### config.mk
export PLATFORM = sky130hd
export DESIGN_NAME = bcm_unit
export DESIGN_NICKNAME = d
export VERILOG_FILES = /design/src/bcm_pkg.sv /design/src/bcm_digit_adjust.sv /design/src/bcm_irq_gate.sv /design/src/bcm_unit.sv
export SDC_FILE = /design/constraint.sdc
export NUM_CORES = 1
export LEC_CHECK = 0
export CAP_MARGIN = 20
export CORE_AREA = 2 2 117 119
export CTS_BUF_LIST = sky130_fd_sc_hd__clkbuf_4
export DETAILED_ROUTE_END_ITERATION = 6
export DIE_AREA = 0 0 119 121
export DONT_BUFFER_PORTS = 1
export PLACE_DENSITY_LB_ADDON = 0.12
export SLEW_MARGIN = 20
export SYNTH_ARGS = -nofsm -noshare
export SYNTH_HDL_FRONTEND = slang
export SYNTH_HIERARCHICAL = 1
export SYNTH_SLANG_ARGS = --single-unit
### constraint.sdc
create_clock -name clk_sys -period 5.3 [get_ports clk_sys]
set_input_delay 0.795 -clock clk_sys [delete_from_list [all_inputs] [get_ports clk_sys]]
set_output_delay 0.795 -clock clk_sys [all_outputs]
set_load 0.005 [all_outputs]
### src/bcm_pkg.sv
// Constants and types for the decimal-correct and mask-load unit
package bcm_pkg;
    // ---------------------------------------------------------------
    // Opcode layout
    // ---------------------------------------------------------------
    localparam logic [7:0] OPC_GROUP = 8'h2c;
    localparam int OPC_HI_MSB = 15;
    localparam int OPC_HI_LSB = 8;
    localparam int SUB_MSB = 7;
    localparam int SUB_LSB = 6;
    localparam int TS_MSB = 5;
    localparam int TS_LSB = 4;
    localparam logic [1:0] SUB_DCA = 2'h0;
    localparam logic [1:0] SUB_DCS = 2'h1;
    localparam logic [1:0] SUB_LOAD_IMMEDIATE_IRQ_MASK_OP = 2'h2;
    localparam logic [1:0] TS_REG = 2'h0;
    localparam logic BYTE_HIGH = 1'b0;

    // ---------------------------------------------------------------
    // Status word bit positions (bit 15 is printed bit 0)
    // ---------------------------------------------------------------
    localparam int ST_LGT = 15;
    localparam int ST_AGT = 14;
    localparam int ST_EQ = 13;
    localparam int ST_CY = 12;
    localparam int ST_OV = 11;
    localparam int ST_PAR = 10;
    localparam int ST_DC = 8;
    localparam int MASK_MSB = 1;
    localparam int MASK_LSB = 0;
    localparam logic [15:0] STATUS_IMPL = 16'hfd03;
    localparam logic [15:0] STATUS_RST = 16'h0000;

    // ---------------------------------------------------------------
    // Digit arithmetic
    // ---------------------------------------------------------------
    localparam logic [3:0] DIGIT_ADJ_ADD = 4'h6;
    localparam logic [3:0] DIGIT_ADJ_SUB = 4'ha;
    localparam logic [3:0] DIGIT_LIMIT = 4'ha;
    localparam logic [3:0] HIGH_LIMIT_CARRY = 4'h9;

    // ---------------------------------------------------------------
    // Register offsets
    // ---------------------------------------------------------------
    localparam logic [3:0] REG_STATUS = 4'h0;
    localparam logic [3:0] REG_RESULT = 4'h4;
    localparam logic [3:0] REG_COUNT = 4'h8;

    typedef enum logic [1:0] {
        BCM_IDLE = 2'b00,
        BCM_FETCH = 2'b01
    } bcm_state_e;

    typedef enum logic [1:0] {
        BCM_KIND_NONE = 2'b00,
        BCM_KIND_DCA = 2'b01,
        BCM_KIND_DCS = 2'b10,
        BCM_KIND_LOAD_IMMEDIATE_IRQ_MASK_OP = 2'b11
    } bcm_kind_e;
endpackage

### src/bcm_digit_adjust.sv
// Combinational BCD correction of one byte
`timescale 1ns/1ps
module bcm_digit_adjust
    import bcm_pkg::*;
(
    input wire logic [7:0] byteIn,
    input wire logic carryIn,
    input wire logic digitCarryIn,
    input wire logic isSub,
    output logic [7:0] byteOut,
    output logic carryOut,
    output logic digitCarryOut
);
    logic [3:0] hiDigit;
    logic [3:0] loDigit;
    logic loAdj;
    logic hiAdj;
    logic [4:0] loSum;

    assign hiDigit = byteIn[7:4];
    assign loDigit = byteIn[3:0];

    always_comb begin
        loAdj = 1'b0;
        hiAdj = 1'b0;
        loSum = {1'b0, loDigit};
        byteOut = byteIn;
        carryOut = carryIn;
        digitCarryOut = 1'b0;
        if (isSub) begin
            // Adding ten modulo 16 takes six off each digit whose carry is clear (CY for the high digit, DC for the low)
            if (!carryIn) begin
                byteOut[7:4] = hiDigit + DIGIT_ADJ_SUB;
            end
            if (!digitCarryIn) begin
                byteOut[3:0] = loDigit + DIGIT_ADJ_SUB;
            end
            carryOut = carryIn;
            digitCarryOut = !digitCarryIn;
        end else begin
            loAdj = digitCarryIn || (loDigit >= DIGIT_LIMIT);
            loSum = {1'b0, loDigit} + (loAdj ? {1'b0, DIGIT_ADJ_ADD} : 5'h00);
            hiAdj = carryIn || (hiDigit >= DIGIT_LIMIT)
                || ((loDigit >= DIGIT_LIMIT)
                && (hiDigit >= HIGH_LIMIT_CARRY));
            byteOut[3:0] = loSum[3:0];
            byteOut[7:4] = hiDigit + {3'h0, loSum[4]}
                + (hiAdj ? DIGIT_ADJ_ADD : 4'h0);
            carryOut = hiAdj;
            digitCarryOut = loSum[4];
        end
    end
endmodule

### src/bcm_irq_gate.sv
// Interrupt level acceptance against the two-bit mask
`timescale 1ns/1ps
module bcm_irq_gate
    import bcm_pkg::*;
(
    input wire logic irqPending,
    input wire logic [1:0] irqLevel,
    input wire logic [1:0] irqMask,
    output logic irqAccept
);
    // Levels 0 through the mask value pass
    assign irqAccept = irqPending && (irqLevel <= irqMask);
endmodule

### src/bcm_unit.sv
// Decimal-correct and interrupt-mask-load execution unit
`timescale 1ns/1ps
module bcm_unit
    import bcm_pkg::*;
#(
    parameter int REG_ADDR_W = 4,
    parameter int COUNT_W = 16
) (
    input wire logic clk_sys,
    input wire logic sys_rst,
    input wire logic clkEn,
    input wire logic instrValid,
    input wire logic [15:0] instrWord,
    output logic extOpClaim,
    output logic illegalOp,
    output logic busy,
    output logic opRdReq,
    output logic srcIsReg,
    input wire logic opRdValid,
    input wire logic [15:0] opRdData,
    input wire logic opByteLow,
    output logic wbValid,
    output logic [15:0] wbData,
    output logic wbByteLow,
    input wire logic stLoadEn,
    input wire logic [15:0] stLoadData,
    output logic [15:0] statusWord,
    input wire logic irqPending,
    input wire logic [1:0] irqLevel,
    output logic irqAccept,
    input wire logic [REG_ADDR_W-1:0] regAddr,
    input wire logic [31:0] regWrData,
    input wire logic regWrStb,
    input wire logic regRdStb,
    output logic [31:0] regRdData
);
    // ---------------------------------------------------------------
    // Decode
    // ---------------------------------------------------------------
    function automatic bcm_kind_e decodeKind(input logic [15:0] word);
        bcm_kind_e kind;
        kind = BCM_KIND_NONE;
        if (word[OPC_HI_MSB:OPC_HI_LSB] == OPC_GROUP) begin
            case (word[SUB_MSB:SUB_LSB])
                SUB_DCA: kind = BCM_KIND_DCA;
                SUB_DCS: kind = BCM_KIND_DCS;
                SUB_LOAD_IMMEDIATE_IRQ_MASK_OP: kind = BCM_KIND_LOAD_IMMEDIATE_IRQ_MASK_OP;
                default: kind = BCM_KIND_NONE;
            endcase
        end
        return kind;
    endfunction

    bcm_state_e state_q;
    bcm_state_e state_d;
    bcm_kind_e kindNow;
    logic [15:0] status_q;
    logic [15:0] status_d;
    logic isSub_q;
    logic isReg_q;
    logic takeInstr;
    logic execDecimal;
    logic doLiim;
    logic groupHit;
    logic [7:0] srcByte;
    logic [7:0] adjByte;
    logic adjCarry;
    logic adjDigitCarry;
    logic useLow;
    logic [7:0] result_q;
    logic [COUNT_W-1:0] execCount_q;
    logic regWrStatus;

    assign kindNow = decodeKind(instrWord);
    assign groupHit = instrWord[OPC_HI_MSB:OPC_HI_LSB] == OPC_GROUP;
    assign takeInstr = instrValid && (state_q == BCM_IDLE);
    assign extOpClaim = instrValid && groupHit;
    assign doLiim = takeInstr && (kindNow == BCM_KIND_LOAD_IMMEDIATE_IRQ_MASK_OP);
    assign execDecimal = (state_q == BCM_FETCH) && opRdValid;
    assign busy = state_q != BCM_IDLE;
    assign statusWord = status_q;
    assign regWrStatus = regWrStb && (regAddr == REG_STATUS[REG_ADDR_W-1:0]);

    // ---------------------------------------------------------------
    // Sequencer
    // ---------------------------------------------------------------
    always_comb begin
        state_d = state_q;
        case (state_q)
            BCM_IDLE: begin
                if (takeInstr && ((kindNow == BCM_KIND_DCA)
                    || (kindNow == BCM_KIND_DCS))) begin
                    state_d = BCM_FETCH;
                end
            end
            BCM_FETCH: begin
                if (opRdValid) begin
                    state_d = BCM_IDLE;
                end
            end
            default: state_d = BCM_IDLE;
        endcase
    end

    always_ff @(posedge clk_sys) begin
        if (sys_rst) begin
            state_q <= BCM_IDLE;
        end else if (clkEn) begin
            state_q <= state_d;
        end
    end

    // Operand request and source kind captured at issue
    always_ff @(posedge clk_sys) begin
        if (sys_rst) begin
            opRdReq <= 1'b0;
            srcIsReg <= 1'b0;
            isSub_q <= 1'b0;
            isReg_q <= 1'b0;
            illegalOp <= 1'b0;
        end else if (clkEn) begin
            opRdReq <= (state_q == BCM_IDLE) && (state_d == BCM_FETCH);
            illegalOp <= takeInstr && groupHit
                && (kindNow == BCM_KIND_NONE);
            if (takeInstr) begin
                isSub_q <= kindNow == BCM_KIND_DCS;
                isReg_q <= instrWord[TS_MSB:TS_LSB] == TS_REG;
                srcIsReg <= instrWord[TS_MSB:TS_LSB] == TS_REG;
            end
        end
    end

    // ---------------------------------------------------------------
    // Datapath
    // ---------------------------------------------------------------
    assign useLow = !isReg_q && opByteLow;
    assign srcByte = useLow ? opRdData[7:0] : opRdData[15:8];

    bcm_digit_adjust u_adjust (
        .byteIn(srcByte),
        .carryIn(status_q[ST_CY]),
        .digitCarryIn(status_q[ST_DC]),
        .isSub(isSub_q),
        .byteOut(adjByte),
        .carryOut(adjCarry),
        .digitCarryOut(adjDigitCarry)
    );

    // Write-back merges the corrected byte into the fetched word
    always_ff @(posedge clk_sys) begin
        if (sys_rst) begin
            wbValid <= 1'b0;
            wbData <= 16'h0000;
            wbByteLow <= BYTE_HIGH;
            result_q <= 8'h00;
        end else if (clkEn) begin
            wbValid <= execDecimal;
            if (execDecimal) begin
                wbByteLow <= useLow;
                result_q <= adjByte;
                wbData <= useLow ? {opRdData[15:8], adjByte}
                    : {adjByte, opRdData[7:0]};
            end
        end
    end

    // ---------------------------------------------------------------
    // Status word
    // ---------------------------------------------------------------
    always_comb begin
        status_d = status_q;
        if (execDecimal) begin
            status_d[ST_LGT] = adjByte != 8'h00;
            status_d[ST_AGT] = !adjByte[7] && (adjByte != 8'h00);
            status_d[ST_EQ] = adjByte == 8'h00;
            status_d[ST_CY] = adjCarry;
            status_d[ST_PAR] = ^adjByte;
            status_d[ST_DC] = adjDigitCarry;
        end else if (doLiim) begin
            status_d[MASK_MSB:MASK_LSB] = instrWord[1:0];
        end else if (stLoadEn) begin
            status_d = stLoadData;
        end else if (regWrStatus) begin
            status_d = regWrData[15:0];
        end
        // Unused bits and the missing extended-operation bit stay zero
        status_d = status_d & STATUS_IMPL;
    end

    always_ff @(posedge clk_sys) begin
        if (sys_rst) begin
            status_q <= STATUS_RST;
        end else if (clkEn) begin
            status_q <= status_d;
        end
    end

    bcm_irq_gate u_irq (
        .irqPending(irqPending),
        .irqLevel(irqLevel),
        .irqMask(status_q[MASK_MSB:MASK_LSB]),
        .irqAccept(irqAccept)
    );

    // ---------------------------------------------------------------
    // Register port
    // ---------------------------------------------------------------
    always_ff @(posedge clk_sys) begin
        if (sys_rst) begin
            execCount_q <= '0;
        end else if (clkEn) begin
            if (regWrStb && (regAddr == REG_COUNT[REG_ADDR_W-1:0])) begin
                execCount_q <= '0;
            end else if (execDecimal || doLiim) begin
                execCount_q <= execCount_q + 1'b1;
            end
        end
    end

    always_ff @(posedge clk_sys) begin
        if (sys_rst) begin
            regRdData <= 32'h0000_0000;
        end else if (clkEn) begin
            regRdData <= 32'h0000_0000;
            if (regRdStb) begin
                case (regAddr)
                    REG_STATUS[REG_ADDR_W-1:0]:
                        regRdData <= {16'h0000, status_q};
                    REG_RESULT[REG_ADDR_W-1:0]:
                        regRdData <= {24'h00_0000, result_q};
                    REG_COUNT[REG_ADDR_W-1:0]:
                        regRdData <= 32'(execCount_q);
                    default: regRdData <= 32'h0000_0000;
                endcase
            end
        end
    end
endmodule

## Word level (Yosys, flattened, before mapping)

Index checks and enable logic that the tools add are counted.

- Logic and storage cells: 106
- Register bits: 89
- Output and inout port bits: 72
- Input port bits: 96

- Reductions and logical operators: 42
- Bitwise gates (word level): 2
- $lt $le $gt $ge: 4
- Eq/ne operators: 12
- Multiplexer cells: 25
- Add/sub/neg operators: 6

Operators with widths:

| operator | number |
|---|---|
| $mux W16 | 6 |
| $pmux W16 S3 | 1 |
| $add A16 B1 Y16 const B | 1 |
| $mux W8 | 2 |
| $logic_and A1 B1 Y1 | 14 |
| $mux W14 | 1 |
| $ge A4 B4 Y1 const B | 3 |
| $mux W4 | 3 |
| $add A4 B4 Y4 const B | 2 |
| $eq A2 B1 Y1 const B | 4 |
| $eq A8 B6 Y1 const B | 1 |
| $logic_not A2 Y1 | 4 |
| $logic_not A8 Y1 | 1 |
| $mux W2 | 4 |
| $reduce_and A4 Y1 | 2 |
| $reduce_bool A8 Y1 | 1 |
| $reduce_xor A8 Y1 | 1 |
| $eq A2 B2 Y1 const B | 3 |
| $mux W3 | 2 |
| $pmux W2 S3 | 1 |
| $reduce_and A2 Y1 | 3 |
| $reduce_and A3 Y1 | 2 |
| $reduce_bool A2 Y1 | 3 |
| $reduce_bool A3 Y1 | 2 |
| 13 further kinds | 24 |

## Depth between registers and ports, before layout

- Depth in word-level cells: 13
- Gate-level depth with buffers: 20
- Gate-level depth less buffers: 18

## Cells and area by module

The synthesis kept the hierarchy.

Modules (own cells, without submodules):

| module | times used | area an instance (um^2) | seq. area each (um^2) | cells each |
|---|---|---|---|---|
| bcm_unit | 1 | 4,052.6 | 1,461.4 | 469 |
| bcm_digit_adjust | 1 | 412.9 | 0.0 | 49 |
| bcm_irq_gate | 1 | 55.1 | 0.0 | 8 |

## Worst setup path before layout

OpenSTA, ideal clock, no wires.

- Kind: in2reg
- Start point: in opByteLow
- End point: reg status_q[10], in the netlist statusWord[10]
- Arrival: 4.569 ns
- Cell stages on the path: 20
- Data required time: 5.214 ns
- Buffers on the path: 2
- Path slack: 0.645 ns
- Library setup time: 0.086 ns
- Cells stage by stage: nor2b_1 > clkbuf_1 > buf_2 > mux2_2 > o21a_1 > or2_2 > ha_1 > a21oi_1 > nor2b_1 > ha_1 > fa_1 > xor2_1 > nand2_1 > o21ai_0 > inv_1 > ha_1 > xnor2_1 > xnor2_1 > a32oi_1 > a211oi_1

- Longest elaborated chain between the ends: 11
- Elaborated cells between the ends (all ways): 21
- Those cells by class: add/sub (5); order compare (3); mux (7); reduce/logical (6)

RTL lines:

| element | line | source |
|---|---|---|
| start, declared | bcm_unit.sv:21 | `input wire logic opByteLow,` |
| $logic_and A1 B1 Y1 (*) | bcm_unit.sv:136 | `assign useLow = !isReg_q && opByteLow;` |
| $mux W8 (*) | bcm_unit.sv:137 | `assign srcByte = useLow ? opRdData[7:0] : opRdData[15:8];` |
| via srcByte[2] | bcm_unit.sv:65 | `logic [7:0] srcByte;` |
| $ge A4 B4 Y1 | bcm_digit_adjust.sv:41, bcm_digit_adjust.sv:44 |  |
| $logic_or A1 B1 Y1 | bcm_digit_adjust.sv:41 | `loAdj = digitCarryIn \|\| (loDigit >= DIGIT_LIMIT);` |
| $mux W3 | bcm_digit_adjust.sv:42 | `loSum = {1'b0, loDigit} + (loAdj ? {1'b0, DIGIT_ADJ_ADD} : 5'h00);` |
| $add A4 B5 Y5 | bcm_digit_adjust.sv:42 |  |
| $add A4 B1 Y4 | bcm_digit_adjust.sv:47 | `byteOut[7:4] = hiDigit + {3'h0, loSum[4]}` |
| $add A4 B4 Y4 (*) | bcm_digit_adjust.sv:48 | `+ (hiAdj ? DIGIT_ADJ_ADD : 4'h0);` |
| $mux W8 (*) | bcm_digit_adjust.sv:30 | `if (isSub) begin` |
| via adjByte[6] | bcm_unit.sv:66 | `logic [7:0] adjByte;` |
| $reduce_xor A8 Y1 (*) | bcm_unit.sv:177 | `status_d[ST_PAR] = ^adjByte;` |
| $mux W1 (*) | bcm_unit.sv:172 | `if (execDecimal) begin` |
| end signal, assigned | bcm_unit.sv:194 | `status_q <= status_d;` |
| end, declared | bcm_unit.sv:57 | `logic [15:0] status_q;` |

The timed path passes the listed nets; every way through them passes the cells marked *.
A chain may end at the register's enable or synchronous reset.

## Worst setup path after layout

- Start point: reg isReg_q
- End point: reg status_q[14], in the netlist statusWord[14]

- Longest elaborated chain between the ends: 13
- Elaborated cells between the ends (all ways): 24
- Those cells by class: add/sub (5); order compare (3); mux (7); reduce/logical (9)

RTL lines:

| element | line | source |
|---|---|---|
| start, declared | bcm_unit.sv:60 | `logic isReg_q;` |
| start signal, assigned | bcm_unit.sv:119 | `isReg_q <= 1'b0;` |
| start signal, assigned | bcm_unit.sv:127 | `isReg_q <= instrWord[TS_MSB:TS_LSB] == TS_REG;` |
| $logic_not A1 Y1 (*) | bcm_unit.sv:136 |  |
| $logic_and A1 B1 Y1 (*) | bcm_unit.sv:136 |  |
| $mux W8 (*) | bcm_unit.sv:137 |  |
| via srcByte[2] | bcm_unit.sv:65 |  |
| $ge A4 B4 Y1 | bcm_digit_adjust.sv:41, bcm_digit_adjust.sv:44 |  |
| $logic_or A1 B1 Y1 | bcm_digit_adjust.sv:41 |  |
| $mux W3 | bcm_digit_adjust.sv:42 |  |
| $add A4 B5 Y5 | bcm_digit_adjust.sv:42 |  |
| $add A4 B1 Y4 | bcm_digit_adjust.sv:47 |  |
| $add A4 B4 Y4 (*) | bcm_digit_adjust.sv:48 |  |
| $mux W8 (*) | bcm_digit_adjust.sv:30 |  |
| via adjByte[6] | bcm_unit.sv:66 |  |
| $reduce_bool A8 Y1 (*) | bcm_unit.sv:174 | `status_d[ST_AGT] = !adjByte[7] && (adjByte != 8'h00);` |
| $logic_and A1 B1 Y1 (*) | bcm_unit.sv:174 |  |
| $mux W4 (*) | bcm_unit.sv:172 |  |

Marked as above.

==> summary.md <==
| Metric | Value |
|---|---|
| Fin crit period | 4.30 ns |
| Critical Path, Cell by Cell | nor2b_2, mux2_2, o21a_1, or2_2, ha_1, a21oi_1, nor2b_1, ha_1, fa_1, xor2_1, nand2_1, o21ai_0, inv_1, ha_1, and4_1, nor3_1, a32oi_1, a211oi_1 |
| Max stage delay on crit path | 0.44 ns |
| Grt ovf | 0 |
| Worst Setup Start Kind | flop |
| CP Depth | 18 |
| CTS root buf | clkbuf_4 |
| Placed Cells | 676 |
| Total GRT Usage | 0.176 |
| CTS tree | done |
| Mapped Avg Cell Area | 8.59 sq um |
| Initial DRC count | 171 |
| Fillers | 1,384 |
| Worst path top cell family by delay | simple AND/OR/NAND/NOR gates |
| Clock share of power | 0.319 |
| Via/cell ratio | 5.29 |
| Hold crit path type | primary input to flop |
| Register share of total power | 0.499 |
| Post-DRT Antenna Nets | 0 |
| Area leader, netlist | dfxtp_1 |
| Crit. End Element | flop |
| Die width | 119 microns |
| Synth warnings | 6 |
| Share of the synthesized area in the top cell type | 0.323 |
| DP Area | 4560 sq um |
| Hold-fix buffers, CTS | 0 |
| Hold Path Cell Cnt | 1 |
| DIE HEIGHT | 121 microns |
| Via count | 3,664 |
| Slew @ Worst Pin | 0.851 ns |
| Critical Path AT | 4.68 ns |
| Routed length per placed instance | 18.0 microns |
| First-pass GRT wire length | 19.6 mm |
| Worst skew pair latency | 0.47 ns |
| Reg2Reg Depth | 18 |
| Clock transition at path regs | 0.14 ns |
| Buffers on Ports | 0 |
| Worst-case clock buffer depth | 2 |
| Slew HR | 0.433 |
| Design area | 4700 sq um |
| Post-DP HPWL | 9.45 mm |
| Initial cell density of the core | 0.345 |
| Ys async rst share | 0 |
| Initial antenna violation count | 1 |
| Crit path kind | flop to flop |
| P&R area growth vs syn | 3.99% |
| Net Sw Power | 335 uW |
| Distinct cells, synth | 67 |
| Combinational share of power | 0.182 |
| CTS Buf Count | 9 |
| Gate Count Post-Synth | 526 |
| WP buf/inv | 1 |
| Pins Over Slew Limit | 0 |
| Largest net degree at the start of global routing | 43 |
| Worst vdd ir | 0.204 mV |
| Share of cells above drive strength 1 | 0.118 |
| Final Non-Filler Cells | 693 |
| Clock H-tree levels | 3 |
| Seq/Total Area, Yosys | 0.323 |
| DRC violations left | 0 |
| Sw Share | 0.298 |
| Fin nets | 628 |
| I/O pin count | 168 |
| GP Congestion | 0.828 |
| Core outline area | 13,100 sq um |
| Post-Synthesis Cell Area | 4520 sq um |
| Post-CTS Setup Repair Bufs | 0 |
| P_int | 789 uW |
| CP Data Required Time | 5.68 ns |
| Clock Skew | 0.0294 ns |
| Prevailing post-synth register cell | dfxtp_1 |
| Period utilisation layout | 0.812 |
| Post_cts resized | 0 |
| PwrDens | 239 nW/um^2 |
| Die area | 14,400 sq um |
| Setup slack after layout | 0.996 ns |
| Status | finished clean |
| Post-Place Setup Slack | 0.513 ns |
| Leak pwr | 0.00165 uW |
| Synth top area cells | dfxtp_1 32%, a211oi_1 5.6%, nand2_1 5.3% |
| Most used cell, CP | ha_1 |
| Post-synth EDFFs | 0 |
| Clk sinks | 73 |
| Vias in the first global route | 3,556 |
| First drt pass iteration count | 4 |
| Post-Route Setup TNS | 0 ns |
| Final setup vio count | 0 |
| RSZ-0062 raised after global routing | no |
| Fmax | 0.232 GHz |
| Max-Cap Viols | 0 |
| Row count | 42 |
| Routed WL | 12.5 mm |
| Crit-path slowest cell | mux2_2 |
| #FFs+latches synth | 73 |
| Largest fanout on the critical path | 7 |
| Final hold violations | 0 |
==> metrics by stage <==
step	util	hold WS (ns)	total power (uW)
2_1_floorplan	-	0.433	751
3_3_place_gp	0.348	0.458	777
3_5_place_dp	0.348	0.466	779
4_1_cts	0.359	0.336	1150
5_1_grt	0.359	0.333	1190
6_report	0.359	0.383	1120
==> sequential cells by signal, indices dropped and copies added, names as in the netlist, 2 cells and up <==
signal	cells
regRdData	16
execCount_q	16
statusWord	9
state_q	2
result_q	8
wbData	16
==> cell usage in the layout (no fill, tap or decap), types with 6 or more instances in the layout <==
cell type / instances
dfxtp_1: 73
nand2_1: 64
nor2_1: 37
a211oi_1: 34
conb_1: 23
mux2i_1: 22
a21oi_1: 21
inv_1: 20
mux2_2: 19
ha_1: 19
o21ai_0: 18
a22oi_1: 15
nand2b_1: 11
nor3_1: 10
clkbuf_4: 10
nor2b_1: 6
buf_4: 6
==> worst register-to-register path, cell delays in order, from the launching register on <==
cell and delay, ns:
dfxtp_1 0.36, nor2b_2 0.35, mux2_2 0.45, o21a_1 0.21, or2_2 0.31, ha_1 0.28, a21oi_1 0.12, nor2b_1 0.09
ha_1 0.22, fa_1 0.38, xor2_1 0.13, nand2_1 0.06, o21ai_0 0.17, inv_1 0.12, ha_1 0.21, and4_1 0.17
nor3_1 0.22, a32oi_1 0.11, a211oi_1 0.27
==> metal layers <==
| metal | GRT usage | vias up | part of all wire |
|---|---|---|---|
| li1 | - | 1828 | - |
| met1 | 0.212 | 1753 | 0.44 |
| met2 | 0.297 | 72 | 0.50 |
| met3 | 0.0620 | 11 | 0.048 |
| met4 | 0.0506 | 0 | 0.017 |
| met5 | 0 | - | 0 |
==> cell families (layout without fill, tap and decap cells) <==
group	after synthesis	count (layout)	share of synthesized area
buffers and inverters	75	43	0.0872
AO/OA/AOI/OAI	129	129	0.208
flip-flops	73	73	0.323
other	1	24	0.000830
XOR/XNOR	10	10	0.0194
AND/OR/NAND/NOR	176	176	0.204
adder cells (fa/ha/maj)	21	21	0.0614
multiplexers	41	41	0.0960
==> worst paths after layout <==
kind | from | slack, ns | end
worst max-delay path | isReg_q$_SDFFE_PP0P_ | 1.0 | statusWord[14]$_SDFFE_PP0P_
worst max register to register | isReg_q$_SDFFE_PP0P_ | 1.0 | statusWord[14]$_SDFFE_PP0P_
worst min register to register | result_q[0]$_SDFFE_PP0P_ | 0.48 | result_q[0]$_SDFFE_PP0P_
worst min-delay path | sys_rst | 0.38 | statusWord[11]$_SDFFE_PP0P_
==> layout make-up <==
class | count | area, sq um | area share
Sequential cell | 73 | 1460 | 0.311
Clock inverter | 6 | 58.8 | 0.0125
Inverter | 21 | 78.8 | 0.0168
Antenna cell | 1 | 2.50 | 0.000532
Clock buffer | 10 | 75.1 | 0.0160
Multi-Input combinational cell | 400 | 2760 | 0.587
Timing Repair Buffer | 6 | 45.0 | 0.00958
Tap cell | 176 | 220 | 0.0468
==> power groups by stage <==
stage          Sequential (uW)  Combinational [uW]  Clock (uW)
2_1_floorplan              569                 182           0
3_3_place_gp               573                 203           0
3_5_place_dp               573                 206           0
4_1_cts                    561                 207         377
5_1_grt                    562                 232         393
6_report                   561                 204         358
==> synth_stat cells, types with 2 or more instances <==
master and number:
mux2_2 19, a2111oi_2 2, nor4b_1 2, nor3_1 10, o21ai_2 2, o21ai_1 3
a21oi_1 21, nand4b_1 3, o211ai_1 2, or2_2 3, mux2i_1 22, a21o_1 4
nand3_1 5, nand2_1 64, a211oi_1 34, xnor2_1 5, o21ai_0 18, buf_2 9
or4_1 3, o21a_1 2, inv_1 20, clkbuf_1 18, fa_1 2, dfxtp_1 73
a31o_1 3, xor2_1 5, a32oi_1 5, a2111o_1 3, a31oi_1 2, nand2b_1 11
nor2b_1 7, and2_1 5, nor4_1 2, or4b_1 2, nand4_1 5, o2111ai_1 3
nor2_1 38, nand3_2 2, or3_1 2, ha_1 19, o211a_1 2, a22oi_1 15
buf_4 25
No activity file was read; power rests on OpenSTA's default activity.
